### src/core/synth_ctl_pkg.sv
// Constants and types for the synthesizer serial write-control block.
// Assumes one 40 MHz clock that samples the bus pins directly.
`default_nettype none

package synth_ctl_pkg;

    // Clock rate of mclk_i
    localparam int CLK_HZ = 40_000_000;

    // Bus addresses, upper seven bits; bit 0 is the direction bit
    localparam logic [6:0] ADDR_FIXED = 7'h61; // 194 decimal, always valid
    localparam logic [6:0] ADDR_LOW = 7'h60; // 192 decimal
    localparam logic [6:0] ADDR_MID = 7'h62; // 196 decimal
    localparam logic [6:0] ADDR_HIGH = 7'h63; // 198 decimal
    localparam int ADDR_RW_BIT = 0;
    localparam logic DIR_WRITE = 1'b0;

    // Levels reported on addr_select_input
    localparam logic [1:0] SEL_LOW = 2'h0;
    localparam logic [1:0] SEL_MID = 2'h1;
    localparam logic [1:0] SEL_HIGH = 2'h2;

    // Bit counter marks
    localparam logic [3:0] BIT_LAST = 4'h7;
    localparam logic [3:0] ACK_SLOT = 4'h8;

    // Data byte fields
    localparam int KIND_BIT = 7;
    localparam int PORT_MSB = 7;
    localparam int PORT_LSB = 3;
    localparam int PORT_W = 5;
    localparam int PIN_DIV_OUT = 4; // Port seven carries divider output
    localparam int PIN_REF_OUT = 3; // Port six carries reference output

    // Reference divider ratios
    localparam logic [10:0] REF_RATIO_640 = 11'h280;
    localparam logic [10:0] REF_RATIO_1024 = 11'h400;
    localparam logic [10:0] REF_RATIO_512 = 11'h200;

    // Control latch, laid out as bits 6..0 of the control byte
    typedef struct packed {
        logic pump_current_high;
        logic divider_test_enable;
        logic pump_disable;
        logic prescaler_enable;
        logic refdiv_select_high;
        logic refdiv_select_low;
        logic tuning_drive_disable;
    } ctrl_s;

    // Reset values of the latches
    localparam logic [6:0] CTRL_RST = 7'h08; // Prescaler in path
    localparam logic [PORT_W-1:0] PORT_RST = 5'h00; // All ports off
    localparam logic [6:0] DIVHI_RST = 7'h00;
    localparam logic [7:0] DIVLO_RST = 8'h00;

    // Serial engine states
    typedef enum logic [2:0] {
        ST_IDLE = 3'b001,
        ST_ADDR = 3'b010,
        ST_DATA = 3'b100
    } bus_state_e;

    // Expected kind of the next data byte
    typedef enum logic [2:0] {
        BK_FIRST = 3'b001,
        BK_DIVLO = 3'b010,
        BK_PORT = 3'b100
    } byte_kind_e;

    // Reference ratio from the two select bits
    function automatic logic [10:0] ref_ratio(input logic hi,
                                              input logic lo);
        if (!lo)
            return REF_RATIO_640;
        else if (!hi)
            return REF_RATIO_1024;
        else
            return REF_RATIO_512;
    endfunction : ref_ratio

endpackage : synth_ctl_pkg

`default_nettype wire

### src/core/synth_ctl_write.sv
// Serial write-control target of the frequency synthesizer.
// Assumes SCL/SDA synchronous to mclk_i and oversampled several times.
//
// Functional notes
// Address bit 0 low means write; high means read.
// Answer the fixed address and one address picked by the select input.
// Pull SDA low in the acknowledge slot after address and each data byte.
// Controller sends two divider bytes and two control/port bytes.
// First data byte: leading 0 is divider high, leading 1 is control.
// Divider high is followed by divider low; control by port byte.
// Further bytes keep being decoded without re-addressing until stop.
// Two divider bytes form 15-bit ratio, latched at eighth pulse.
// Control and port latches load at eighth pulse of their byte.
// Current-select bit switches pump between low and high current.
// Divider-test bit high enters divider test mode.
// Pump-disable bit high disables the charge pump output.
// Prescaler bit low bypasses the prescaler; high keeps it.
// Tuning-drive-disable bit high turns off the drive amplifier.
// Two select bits choose the reference divider ratio.
// Three-wire control forces high pump current.
// Port bit 0 releases its open-collector output; 1 pulls it low.
// Power-on reset clears all port latches, outputs released.
// Low select 0 gives 640; 01 gives 1024; 11 gives 512.
// Test mode puts divider outputs on two port pins.
// Fixed 194 always; 192, 196 or 198 by select input level.
// Unmatched address: stay off SDA until next start; stop idles.
`timescale 1ns/1ps
`default_nettype none

module synth_ctl_write
    import synth_ctl_pkg::*;
#(
    parameter int DIV_W = 15
)(
    input wire logic mclk_i,
    input wire logic rst_i,
    input wire logic scl_i,
    input wire logic sda_i,
    output logic sda_o,
    output logic sda_oe_o,
    input wire logic [1:0] addr_select_input_i,
    input wire logic three_wire_mode_i,
    input wire logic prog_divider_output_i,
    input wire logic ref_divider_output_i,
    output logic [DIV_W-1:0] divider_ratio_o,
    output logic pump_current_high_o,
    output logic divider_test_enable_o,
    output logic pump_disable_o,
    output logic prescaler_enable_o,
    output logic refdiv_select_low_o,
    output logic refdiv_select_high_o,
    output logic tuning_drive_disable_o,
    output logic [10:0] ref_divide_ratio_o,
    output logic [PORT_W-1:0] port_o,
    output logic [PORT_W-1:0] port_oe_o
);

    // Refuse widths the byte layout cannot serve
    if (DIV_W != 15)
    begin : g_bad_width
        $error("DIV_W must be 15");
    end

    // Serial engine state
    bus_state_e state_r;
    byte_kind_e kind_r;
    logic [3:0] cnt_r;
    logic [7:0] shift_r;
    logic scl_q_r;
    logic sda_q_r;
    logic ack_ok_r;
    logic drive_r;

    // Latches
    logic [6:0] divhi_r;
    logic [DIV_W-1:0] ratio_r;
    ctrl_s ctrl_r;
    logic [PORT_W-1:0] port_r;

    // Bus event decode
    wire scl_rise = scl_i & ~scl_q_r;
    wire scl_fall = ~scl_i & scl_q_r;
    wire start_det = scl_i & scl_q_r & sda_q_r & ~sda_i;
    wire stop_det = scl_i & scl_q_r & ~sda_q_r & sda_i;
    wire active = (state_r == ST_ADDR) || (state_r == ST_DATA);
    wire bit_clk = scl_rise & active & (cnt_r < ACK_SLOT);
    wire byte_done = bit_clk & (cnt_r == BIT_LAST);
    wire ack_clk = scl_rise & active & (cnt_r == ACK_SLOT);
    wire [7:0] byte_in = {shift_r[6:0], sda_i};

    // Address matching
    wire [6:0] prog_addr = (addr_select_input_i == SEL_LOW) ? ADDR_LOW :
                           (addr_select_input_i == SEL_MID) ? ADDR_MID :
                           ADDR_HIGH;
    wire sel_valid = (addr_select_input_i == SEL_LOW) ||
                     (addr_select_input_i == SEL_MID) ||
                     (addr_select_input_i == SEL_HIGH);
    wire addr_hit = (byte_in[7:1] == ADDR_FIXED) ||
                    (sel_valid && byte_in[7:1] == prog_addr);
    wire is_write = (byte_in[ADDR_RW_BIT] == DIR_WRITE);
    wire addr_done = byte_done & (state_r == ST_ADDR);
    wire addr_take = addr_done & addr_hit & is_write;

    // Data byte classification
    wire data_done = byte_done & (state_r == ST_DATA);
    wire first_div = (kind_r == BK_FIRST) & ~byte_in[KIND_BIT];
    wire first_ctl = (kind_r == BK_FIRST) & byte_in[KIND_BIT];
    wire load_divlo = data_done & (kind_r == BK_DIVLO);
    wire load_ctrl = data_done & first_ctl;
    wire load_port = data_done & (kind_r == BK_PORT);
    wire load_divhi = data_done & first_div;

    // Next kind of byte expected
    byte_kind_e kind_nxt;
    assign kind_nxt = first_div ? BK_DIVLO :
                      first_ctl ? BK_PORT :
                      BK_FIRST;

    // Pin sampling history
    always_ff @(posedge mclk_i or posedge rst_i)
    begin
        if (rst_i)
        begin
            scl_q_r <= 1'b1;
            sda_q_r <= 1'b1;
        end
        else
        begin
            scl_q_r <= scl_i;
            sda_q_r <= sda_i;
        end
    end

    // Framing: start, stop, address, data phases
    always_ff @(posedge mclk_i or posedge rst_i)
    begin
        if (rst_i)
            state_r <= ST_IDLE;
        else if (start_det)
            state_r <= ST_ADDR;
        else if (stop_det)
            state_r <= ST_IDLE;
        else if (addr_done)
            state_r <= addr_take ? ST_DATA : ST_IDLE;
    end

    // Bit counter and shifter
    always_ff @(posedge mclk_i or posedge rst_i)
    begin
        if (rst_i)
        begin
            cnt_r <= 4'h0;
            shift_r <= 8'h00;
        end
        else if (start_det)
            cnt_r <= 4'h0;
        else if (bit_clk)
        begin
            cnt_r <= cnt_r + 4'h1;
            shift_r <= byte_in;
        end
        else if (ack_clk)
            cnt_r <= 4'h0;
    end

    // Acknowledge decision and SDA drive
    always_ff @(posedge mclk_i or posedge rst_i)
    begin
        if (rst_i)
        begin
            ack_ok_r <= 1'b0;
            drive_r <= 1'b0;
        end
        else if (start_det || stop_det)
        begin
            ack_ok_r <= 1'b0;
            drive_r <= 1'b0;
        end
        else
        begin
            if (byte_done)
                ack_ok_r <= addr_take | (state_r == ST_DATA);
            if (scl_fall && cnt_r == ACK_SLOT)
                drive_r <= ack_ok_r;
            else if (scl_fall)
                drive_r <= 1'b0;
        end
    end

    // Byte kind tracking across a transfer
    always_ff @(posedge mclk_i or posedge rst_i)
    begin
        if (rst_i)
            kind_r <= BK_FIRST;
        else if (start_det)
            kind_r <= BK_FIRST;
        else if (data_done)
            kind_r <= kind_nxt;
    end

    // Divider latches: high byte held at its own eighth pulse, ratio loaded on the eighth pulse of the low byte
    always_ff @(posedge mclk_i or posedge rst_i)
    begin
        if (rst_i)
        begin
            divhi_r <= DIVHI_RST;
            ratio_r <= {DIVHI_RST, DIVLO_RST};
        end
        else
        begin
            if (load_divhi)
                divhi_r <= byte_in[6:0];
            if (load_divlo)
                ratio_r <= {divhi_r, byte_in};
        end
    end

    // Control and port latches; reset releases all ports
    always_ff @(posedge mclk_i or posedge rst_i)
    begin
        if (rst_i)
        begin
            ctrl_r <= ctrl_s'(CTRL_RST);
            port_r <= PORT_RST;
        end
        else
        begin
            if (load_ctrl)
                ctrl_r <= ctrl_s'(byte_in[6:0]);
            if (load_port)
                port_r <= byte_in[PORT_MSB:PORT_LSB];
        end
    end

    // Open-drain SDA
    assign sda_o = 1'b0;
    assign sda_oe_o = drive_r;

    // Control outputs
    assign divider_ratio_o = ratio_r;
    assign pump_current_high_o = ctrl_r.pump_current_high |
                                 three_wire_mode_i;
    assign divider_test_enable_o = ctrl_r.divider_test_enable;
    assign pump_disable_o = ctrl_r.pump_disable;
    assign prescaler_enable_o = ctrl_r.prescaler_enable;
    assign tuning_drive_disable_o = ctrl_r.tuning_drive_disable;
    assign refdiv_select_low_o = ctrl_r.refdiv_select_low;
    assign refdiv_select_high_o = ctrl_r.refdiv_select_high;
    assign ref_divide_ratio_o = ref_ratio(ctrl_r.refdiv_select_high,
                                          ctrl_r.refdiv_select_low);

    // Port pins; test mode routes divider outputs to ports seven and six
    logic [PORT_W-1:0] test_oe;
    always_comb
    begin
        test_oe = port_r;
        test_oe[PIN_DIV_OUT] = ~prog_divider_output_i;
        test_oe[PIN_REF_OUT] = ~ref_divider_output_i;
    end
    assign port_o = {PORT_W{1'b0}};
    assign port_oe_o = ctrl_r.divider_test_enable ? test_oe : port_r;
endmodule : synth_ctl_write

`default_nettype wire

### config.mk
export PLATFORM = sky130hd
export DESIGN_NAME = synth_ctl_write
export DESIGN_NICKNAME = d
export VERILOG_FILES = /design/src/core/synth_ctl_pkg.sv /design/src/core/synth_ctl_write.sv
export SDC_FILE = /design/constraint.sdc
export NUM_CORES = 1
export LEC_CHECK = 0
export ABC_AREA = 1
export BUFFER_PORTS_ARGS = -buffer_cell sky130_fd_sc_hd__buf_2
export CORE_MARGIN = 5
export CORE_UTILIZATION = 58
export DETAILED_ROUTE_END_ITERATION = 12
export PLACE_DENSITY = 0.84
export SETUP_SLACK_MARGIN = 0.5
export SYNTH_ARGS = -nofsm -noshare
export SYNTH_HDL_FRONTEND = slang
export SYNTH_SLANG_ARGS = --single-unit
### constraint.sdc
create_clock -name mclk_i -period 3.6 [get_ports mclk_i]
set_input_delay 0.18 -clock mclk_i [delete_from_list [all_inputs] [get_ports mclk_i]]
set_output_delay 0.18 -clock mclk_i [all_outputs]
set_load 0.05 [all_outputs]
After elaboration in Yosys (flattened, before gate mapping) --
Cells that the tools add are included.
Cells by class: muxes and demuxes 21, bitwise operators 31, add/subtract/negate cells 1, reductions and logical operators 14, equal/unequal tests 11, magnitude comparators 1
Operators with widths (number):
- 2-to-1 mux 3 bit | 8
- 2-to-1 mux 11 bit | 2
- bitwise AND 1 bit | 21
- 2-to-1 mux 4 bit | 3
- nonzero test 3 bit | 3
- inverter 1 bit | 8
- equality test 7 bit | 1
- equality test 7 bit, second input constant | 1
- equality test 3 x 2 -> 1 bit, second input constant | 2
- equality test 3 bit, second input constant | 2
- 2-to-1 mux 1 bit | 6
- logical OR 1 bit | 5
- 2-to-1 mux 5 bit | 1
- adder 4 x 1 -> 4 bit, second input constant | 1
- equality test 4 x 3 -> 1 bit, second input constant | 1
- equality test 4 bit, second input constant | 1
- < comparator 4 bit, second input constant | 1
- nonzero test 2 bit | 2
- equality test 3 x 1 -> 1 bit, second input constant | 1
- equality test 2 x 1 -> 1 bit, second input constant | 1
- equality test 2 bit, second input constant | 1
- logical AND 1 bit | 2
- zero test 2 bit | 1
- 2-to-1 mux 2 bit | 1
- other kinds (2) | 3
Storage, ports and cells: input port bits 9, word-level logic and storage cells 97, flip-flop bits (word level) 55, output and inout port bits 45

Longest topological paths before layout --
Gate-level depths: netlist (run 1).
depth in word-level cells 12, gate-level depth with buffers 9, gate-level depth less buffers 9

Least setup slack after synthesis (run 1) --
No wires, ideal clock.
path type register to output, from register ctrl_r, in the netlist refdiv_select_low_o, to output port ref_divide_ratio_o[9], data required time 3.420 ns, slack 1.205 ns, cell stages (with the launch flop) 4, arrival time 2.215 ns, path through dfrtp_1 > inv_1 > nor2_1 > inv_1
On the way: cells in the longest elaborated chain, start to end 1
RTL lines:
- start, declared | RTL line synth_ctl_write.sv:77 | ctrl_s ctrl_r;
- start signal, assigned | RTL line synth_ctl_write.sv:223 | ctrl_r <= ctrl_s'(CTRL_RST);
- start signal, assigned | RTL line synth_ctl_write.sv:229 | ctrl_r <= ctrl_s'(byte_in[6:0]);
- 2-to-1 mux 11 bit | RTL line synth_ctl_pkg.sv:74 | if (!lo)
- end, declared | RTL line synth_ctl_write.sv:53 | output logic [10:0] ref_divide_ratio_o,
No other way between the ends.

Worst setup path after layout (run 1) --
from input port scl_i, to register ratio_r[3], in the netlist divider_ratio_o[3]
On the way: cells in the longest elaborated chain, start to end 6
RTL lines:
- start, declared | RTL line synth_ctl_write.sv:37 | input wire logic scl_i,
- bitwise AND 1 bit | RTL line synth_ctl_write.sv:81 | wire scl_rise = scl_i & ~scl_q_r;
- bitwise AND 1 bit (2 in series) | RTL line synth_ctl_write.sv:86 | wire bit_clk = scl_rise & active & (cnt_r < ACK_SLOT);
- bitwise AND 1 bit | RTL line synth_ctl_write.sv:87 | wire byte_done = bit_clk & (cnt_r == BIT_LAST);
- bitwise AND 1 bit | RTL line synth_ctl_write.sv:105 | wire data_done = byte_done & (state_r == ST_DATA);
- bitwise AND 1 bit | RTL line synth_ctl_write.sv:108 | wire load_divlo = data_done & (kind_r == BK_DIVLO);
- end signal, assigned | RTL line synth_ctl_write.sv:207 | ratio_r <= {DIVHI_RST, DIVLO_RST};
- end signal, assigned | RTL line synth_ctl_write.sv:214 | ratio_r <= {divhi_r, byte_in};
- end, declared | RTL line synth_ctl_write.sv:76 | logic [DIV_W-1:0] ratio_r;
No other way between the ends. A chain may end at the register's enable or synchronous reset.

==> flow_summary.rst, run 1 <==
.. list-table::
   :header-rows: 1

   * - Metric
     - Value
   * - Clock skew
     - 9.318 ps
   * - Worst min-delay path category
     - input pin to register
   * - Average wire length per cell after detail routing
     - 13.37 µm
   * - Fill count
     - 342
   * - Register-to-Register Path Depth
     - 8
   * - HPWL reported at the end of detailed placement
     - 3546 µm
   * - Total die area
     - 5894 µm²
   * - Count of instances resized after the clock tree is built
     - 0
   * - Pre-CTS worst setup slack
     - 1874 ps
   * - Slew Limit Fails
     - 0
   * - Main synth FF type
     - dfrtp_1
   * - Final worst slack
     - 1825 ps
   * - Hold Violations, Final
     - 0
   * - Type of element launching the critical path
     - input pin
   * - Summed instance area of the synthesized netlist
     - 2586 µm²
   * - Layer carrying the most global-route usage
     - met2
   * - Ys async rst share
     - 1.000
   * - Weighted congestion at the end of routability-driven global placement
     - 0.8463
   * - Run status
     - finished, final reports clean
   * - Remaining number of nets flagged by the antenna check after routing
     - 0
   * - H-tree depth
     - 2
   * - Vias in the first global route
     - 1848
   * - RSZ-0062 raised after global routing
     - false
   * - Crit-path max FO
     - 23
   * - Starting DRC count in detailed routing
     - 78
   * - Number of buffers added by the clock tree synthesis step
     - 5
   * - Number of antenna violations at the first check in global routing
     - 0
   * - Count of input and output buffers
     - 39
   * - # clock sinks
     - 55
   * - First-pass DRT Iterations
     - 4
   * - Summed negative setup slack over all endpoints
     - 0 ps
   * - Final number of setup-violating endpoints
     - 0
   * - IO Pins
     - 54
   * - Instance count along the most critical hold path
     - 6
   * - Worst setup path class
     - input pin to register
   * - Most frequent standard cell in the layout excluding fill and tap cells
     - nand2_1
   * - Data required, critical path
     - 3810 ps
   * - Num rows
     - 24
   * - Overall via count from detail_route
     - 1854
   * - Layout Nets
     - 322
   * - Crit path DAT
     - 1980 ps
   * - End point of the worst hold path
     - state_r[2]
   * - Warnings, synthesis
     - 0
   * - Worst r2r dst
     - divider_ratio_o[3]
   * - Clock tree from TritonCTS
     - done
   * - Non-filler cells in the finished layout
     - 364
   * - Synthesized area divided by synthesized cell count
     - 9.543 µm²
   * - Internal reg-to-reg setup slack
     - 1870 ps
   * - Average vias per placed instance
     - 5.093
   * - Leak pwr
     - 1.532 nW
   * - Distinct cell type count after synthesis
     - 26
   * - Global routing usage on met2
     - 0.2963
   * - Total wire length
     - 4865 µm
   * - Total overflow reported by the global router
     - 0
   * - Synth-to-layout area growth
     - 10.79%
   * - Clk root buf
     - clkbuf_8
   * - Initial cell density of the core
     - 0.5940
   * - Max Fclk
     - 0.5635 GHz
   * - Worst hold path startpoint
     - addr_select_input_i[1]
   * - Seq cells post-synth
     - 55
   * - Placed insts
     - 353
   * - Startpoint of the worst register-to-register path
     - state_r[2]
   * - Gate count after technology mapping
     - 271
   * - Total routing usage reported by global routing
     - 0.1750
   * - Pin count of the biggest net entering global routing
     - 34
   * - Die Y
     - 76.78 µm
   * - Commonest cells after routing, fill and taps aside
     - 63 x nand2_1, 50 x dfrtp_1, 39 x buf_2
   * - Latest clock arrival within the worst-skew pair
     - 310 ps
   * - First-pass GRT wire length
     - 8500 µm
   * - Met1 demand-to-capacity share in global routing
     - 0.2227
   * - DRC violations left
     - 0
   * - Max-capacitance violation count
     - 0
   * - Worst vdd ir
     - 0.3211 mV
   * - Clock-pin transition on the worst setup and hold timing paths
     - 100 ps
   * - Total power density per cell area
     - 450.4 nW/µm²
   * - Clk buf depth
     - 2
   * - Minimum period implied by the final worst setup slack
     - 1775 ps
   * - Width of the die
     - 76.78 µm
   * - Floorplan Core Area
     - 4354 µm²
   * - Category of the worst setup path capture point
     - register
   * - Sequential area share after synthesis
     - 0.5346
   * - Final critical-path share of the clock period
     - 0.4929
   * - Layout cells sized above 1
     - 0.2821
   * - Number of flops mapped to enable cells by yosys
     - 0
   * - Antenna fix cells
     - 0
   * - M3 GR Usage
     - 0.04333
[per-stage QoR]
step / hold slack, ps / area, µm² / total power [mW] / utilization
after floorplan: 184.5 / 2635 / 0.8476 / -
after global placement: 224.3 / 2719 / 0.8742 / 0.6244
after detailed placement: 228.3 / 2719 / 0.8817 / 0.6244
after CTS: 328.0 / 2865 / 1.300 / 0.6580
after global routing: 401.9 / 2865 / 1.354 / 0.6580
final: 340.0 / 2865 / 1.290 / 0.6580
[synthesized netlist by cell type, types with 3 or more instances]
cell type,count,share of area
a21oi_1,4,0.0077
buf_4,18,0.052
buf_6,4,0.017
dfrtp_1,50,0.48
dfstp_2,5,0.051
inv_1,25,0.036
nand2_1,63,0.091
nand2_2,4,0.0097
nand2_4,5,0.022
nand3_1,16,0.031
nand4_1,4,0.0097
nor2_1,12,0.017
nor3_1,3,0.0058
o21ai_0,23,0.045
o21ai_1,4,0.0077
o21ai_2,18,0.061
[logic make-up after synthesis]
family / count (synthesis) / synth area share
flops: 55 / 0.5346
buf+inv: 48 / 0.1074
other cells: 1 / 0.001450
fa+ha+maj: 2 / 0.009674
simple gates: 114 / 0.2201
compound gates: 51 / 0.1268
[registers in the layout, summed over array words and instances, names as in the netlist]
register,flops
ack_ok_r,1
cnt_r,4
ctrl_r,1
divhi_r,7
divider_ratio_o,15
divider_test_enable_o,1
kind_r,3
port_r,5
prescaler_enable_o,1
pump_disable_o,1
refdiv_select_high_o,1
refdiv_select_low_o,1
scl_q_r,1
sda_oe_o,1
sda_q_r,1
shift_r,7
state_r,3
tuning_drive_disable_o,1
[layer usage]
metal,vias up,routed length [µm]
li1,928,-
met1,879,2179
met2,40,2395
met3,7,241
met4,0,48
met5,-,0
[where the power goes]
part	internal (mW)	total, mW	switching [mW]
registers	0.658	0.690	0.0319
logic	0.0422	0.182	0.139
clock network	0.211	0.419	0.208
total	0.911	1.29	0.380
[worst max-delay path, cell delays in order]
cell and delay [ps]:
dlygate4sd3_1 520, buf_2 140, inv_1 70, nor2_2 180, nand4_4 180, nor2_8 270
nand2_4 240, nand2_1 140, o21ai_2 60
[what timing repair did]
action | in CTS | in global routing
setup buffers | 0 | 0
hold buffers | 3 | 0
hold endpoints to repair | 20 | 0
[worst max path at each step]
stage | start | end | slack [ps] | depth (start not counted)
2_1_floorplan | refdiv_select_low_o | ref_divide_ratio_o[9] | 1200 | 3
3_3_place_gp | cnt_r[0] | divider_ratio_o[4] | 1960 | 8
3_5_place_dp | state_r[2] | divider_ratio_o[3] | 1870 | 8
4_1_cts | scl_i | divider_ratio_o[3] | 1810 | 9
5_1_grt | scl_i | divider_ratio_o[3] | 1640 | 9
6_report | scl_i | divider_ratio_o[3] | 1830 | 9
[layout make-up]
| class | count | area [µm²] | share of cell area |
|---|---|---|---|
| Clock buffer | 5 | 68.82 | 0.02402 |
| Timing Repair Buffer | 43 | 232.7 | 0.08122 |
| Tap cell | 52 | 65.06 | 0.02271 |
| Multi-Input combinational cell | 181 | 974.7 | 0.3402 |
| Inverter | 25 | 93.84 | 0.03275 |
| Sequential cell | 55 | 1383 | 0.4825 |
| Clock inverter | 3 | 47.55 | 0.01659 |
(Power assumes the default switching activity.)
==> run 2, diff against run 1 <==
CORE_UTILIZATION = 49   (was 58)
PLACE_DENSITY = 0.76   (was 0.84)
clock period = 1.5 ns   (was 3.6 ns; I/O delays follow)
==> flow_summary.rst, run 2 (synthesis gave the netlist of run 1 again) <==
.. list-table::
   :header-rows: 1

   * - Metric
     - Value
   * - Worst-case headroom to the max-slew limit
     - 0.6018
   * - DRC violations left
     - 0 (unchanged)
   * - DP Area
     - 3027 µm² (was 2719 µm²)
   * - Data required, critical path
     - 1700 ps (was 3810 ps)
   * - Final number of setup-violating endpoints
     - 26 (was 0)
   * - Initial cell density of the core
     - 0.5064 (was 0.5940)
   * - Slew @ Worst Pin
     - 592.7 ps
   * - Number of antenna violations at the first check in global routing
     - 0 (unchanged)
   * - Max-capacitance violation count
     - 0 (unchanged)
   * - Total wire length
     - 6821 µm (was 4865 µm)
   * - Crit-path max FO
     - 11 (was 23)
   * - Number of buffers and inverters on the critical path
     - 1 (was 3)
   * - Layout Nets
     - 376 (was 322)
   * - RSZ-0062 raised after global routing
     - true (was false)
   * - First-pass DRT Iterations
     - 4 (unchanged)
   * - Slew Limit Fails
     - 0 (unchanged)
   * - Worst vdd ir
     - 0.6078 mV (was 0.3211 mV)
   * - Placed insts
     - 393 (was 353)
   * - Total overflow reported by the global router
     - 0 (unchanged)
   * - Non-filler cells in the finished layout
     - 436 (was 364)
   * - Pin count of the biggest net entering global routing
     - 56 (was 34)
   * - Internal reg-to-reg setup slack
     - -40 ps (was 1870 ps)
   * - Die Y
     - 82.65 µm (was 76.78 µm)
   * - Kind of cell adding the most delay to the critical path
     - simple AND/OR/NAND/NOR gates (unchanged)
   * - Run status
     - finished, violations left (was finished, final reports clean)
   * - Most frequent standard cell in the layout excluding fill and tap cells
     - buf_4 (was nand2_1)
   * - Clock skew
     - 8.557 ps (was 9.318 ps)
   * - Final worst slack
     - -37.31 ps (was 1825 ps)
   * - First-pass GRT wire length
     - 9735 µm (was 8500 µm)
   * - Floorplan Core Area
     - 5107 µm² (was 4354 µm²)
   * - Max FFs per register
     - 15 (unchanged)
   * - H-tree depth
     - 2 (unchanged)
   * - Critical Path Slowest Stage Cell
     - dfrtp_2 (was dlygate4sd3_1)
   * - Latest clock arrival within the worst-skew pair
     - 310 ps (about the same)
   * - Min Hold Slack
     - 144.3 ps (was 340.0 ps)
   * - Leak pwr
     - 1.878 nW (was 1.532 nW)
   * - Non-Filler Cell Area, Final
     - 3936 µm² (was 2865 µm²)
   * - Clock tree from TritonCTS
     - done (unchanged)
   * - Crit-path max cell delay
     - 450 ps (was 520 ps)
   * - Final critical-path share of the clock period
     - 1.025
   * - Number of buffers added by the clock tree synthesis step
     - 5 (unchanged)
   * - Total die area
     - 6831 µm² (was 5894 µm²)
   * - Type of element launching the critical path
     - register (was input pin)
   * - Num rows
     - 26 (was 24)
   * - Worst setup path class
     - register to register (was input pin to register)
   * - Worst min-delay path category
     - input pin to register (unchanged)
   * - Summed negative setup slack over all endpoints
     - -360.0 ps (was 0 ps)
   * - Overall via count from detail_route
     - 2200 (was 1854)
   * - Hold Violations, Final
     - 0 (unchanged)
   * - Count of input and output buffers
     - 39 (unchanged)
   * - Failing checks
     - setup timing
   * - Cell Chain, Critical Path
     - nor2_4 -> nand2_4 -> nand2_4 -> nand4_4 -> nor2_8 -> buf_12 -> nand2_8 -> nand2_1 -> nand2_1 (was dlygate4sd3_1 -> buf_2 -> inv_1 -> nor2_2 -> nand4_4 -> nor2_8 -> nand2_4 -> nand2_1 -> o21ai_2)
   * - Minimum period implied by the final worst setup slack
     - 1537 ps
   * - Max Fclk
     - 0.6505 GHz
   * - Layout cells sized above 1
     - 0.5765 (was 0.2821)
   * - Commonest cells after routing, fill and taps aside
     - 50 x buf_4, 47 x dfrtp_1, 32 x nand2_1 (was 63 x nand2_1, 50 x dfrtp_1, 39 x buf_2)
   * - Remaining number of nets flagged by the antenna check after routing
     - 0 (unchanged)
   * - Average vias per placed instance
     - 5.046 (was 5.093)
   * - Width of the die
     - 82.65 µm (was 76.78 µm)
   * - Vias in the first global route
     - 2076 (was 1848)
   * - Crit path DAT
     - 1740 ps (was 1980 ps)
   * - Clk buf depth
     - 2 (unchanged)
   * - # clock sinks
     - 55 (unchanged)
   * - Weighted congestion at the end of routability-driven global placement
     - 0.8021 (was 0.8463)
   * - HPWL reported at the end of detailed placement
     - 3773 µm (was 3546 µm)
   * - Antenna fix cells
     - 0 (unchanged)
   * - Synth-to-layout area growth
     - 52.20% (was 10.79%)
   * - Clk root buf
     - clkbuf_8 (unchanged)
   * - Total routing usage reported by global routing
     - 0.1896 (was 0.1750)
   * - Starting DRC count in detailed routing
     - 190 (was 78)
   * - Total power consumption of the routed design
     - 3.532 mW (was 1.290 mW)
   * - Total power density per cell area
     - 897.4 nW/µm² (was 450.4 nW/µm²)
   * - Category of the worst setup path capture point
     - register (unchanged)
   * - IO Pins
     - 54 (unchanged)
   * - Clock-pin transition on the worst setup and hold timing paths
     - 90 ps (was 100 ps)
   * - Average wire length per cell after detail routing
     - 15.64 µm (was 13.37 µm)
==> run 2: changes by cell type in the layout (fill, tap and decap cells not counted), sizes merged <==
cell	previous run	this run
inv	26	22
buf	40	91
bufinv	1	2
clkbuf	5	6
nand2	72	75
clkinvlp	0	2
==> run 2: final timing paths <==
| path | start | endpoint | cells past startpoint |
|---|---|---|---|
| worst max-delay path | state_r[1] | divider_ratio_o[12] | 9 |
| worst min-delay path | scl_i | sda_oe_o | 4 |
| worst max register to register | state_r[1] | divider_ratio_o[12] | 9 |
| worst min register to register | divider_ratio_o[13] | divider_ratio_o[13] | 2 |
| max in group asynchronous | rst_i | state_r[0] | 4 |
| min in group asynchronous | rst_i | divider_ratio_o[10] | 4 |
==> run 2: worst min-delay path, delay by kind of cell <==
kind            cells  cell delay (ps)
buf+inv             2              170
simple gates        1              120
compound gates      1               60
==> run 2: layout make-up <==
| class | instances | area, µm² |
|---|---|---|
| sequential | 55 | 1386 |
| multi-input combinational | 184 | 1336 |
| fill | 312 | 1171 |
| timing repair buffer | 94 | 887.1 |
| inverter | 25 | 106.4 |
| tap | 70 | 87.58 |
| clock buffer | 6 | 72.57 |
| clock inverter | 2 | 60.06 |
==> run 2: what timing repair did <==
item                                   CTS  global route
hold buffers                             3             0
gates resized for setup                 78            62
setup endpoints to repair               82            80
cloned                                   2             2
endpoints found under the hold margin   52             0
pin swaps                                5            11
setup buffers                           13            15
==> run 2: per-layer routing <==
| layer | global-route usage | share of wire | vias up |
|---|---|---|---|
| li1 | - | - | 1043 |
| met4 | 0.05719 | 0.013 | 0 |
| met2 | 0.3373 | 0.55 | 65 |
| met5 | 0 | 0 | - |
| met1 | 0.2310 | 0.39 | 1083 |
| met3 | 0.03796 | 0.045 | 9 |
==> run 2: power by group <==
| part | switching, mW | total (mW) | internal, mW |
|---|---|---|---|
| logic | 0.465 | 0.738 | 0.273 |
| clock network | 0.471 | 1.14 | 0.667 |
| registers | 0.0768 | 1.66 | 1.58 |
==> run 2: through the flow <==
stage / worst slack (ps) / util
3_5_place_dp: -130.4 / 0.5926
3_3_place_gp: -50.27 / 0.5926
5_1_grt: -116.8 / 0.7707
4_1_cts: 1.116 / 0.7016
6_report: -37.31 / 0.7707
2_1_floorplan: -130.2 / -
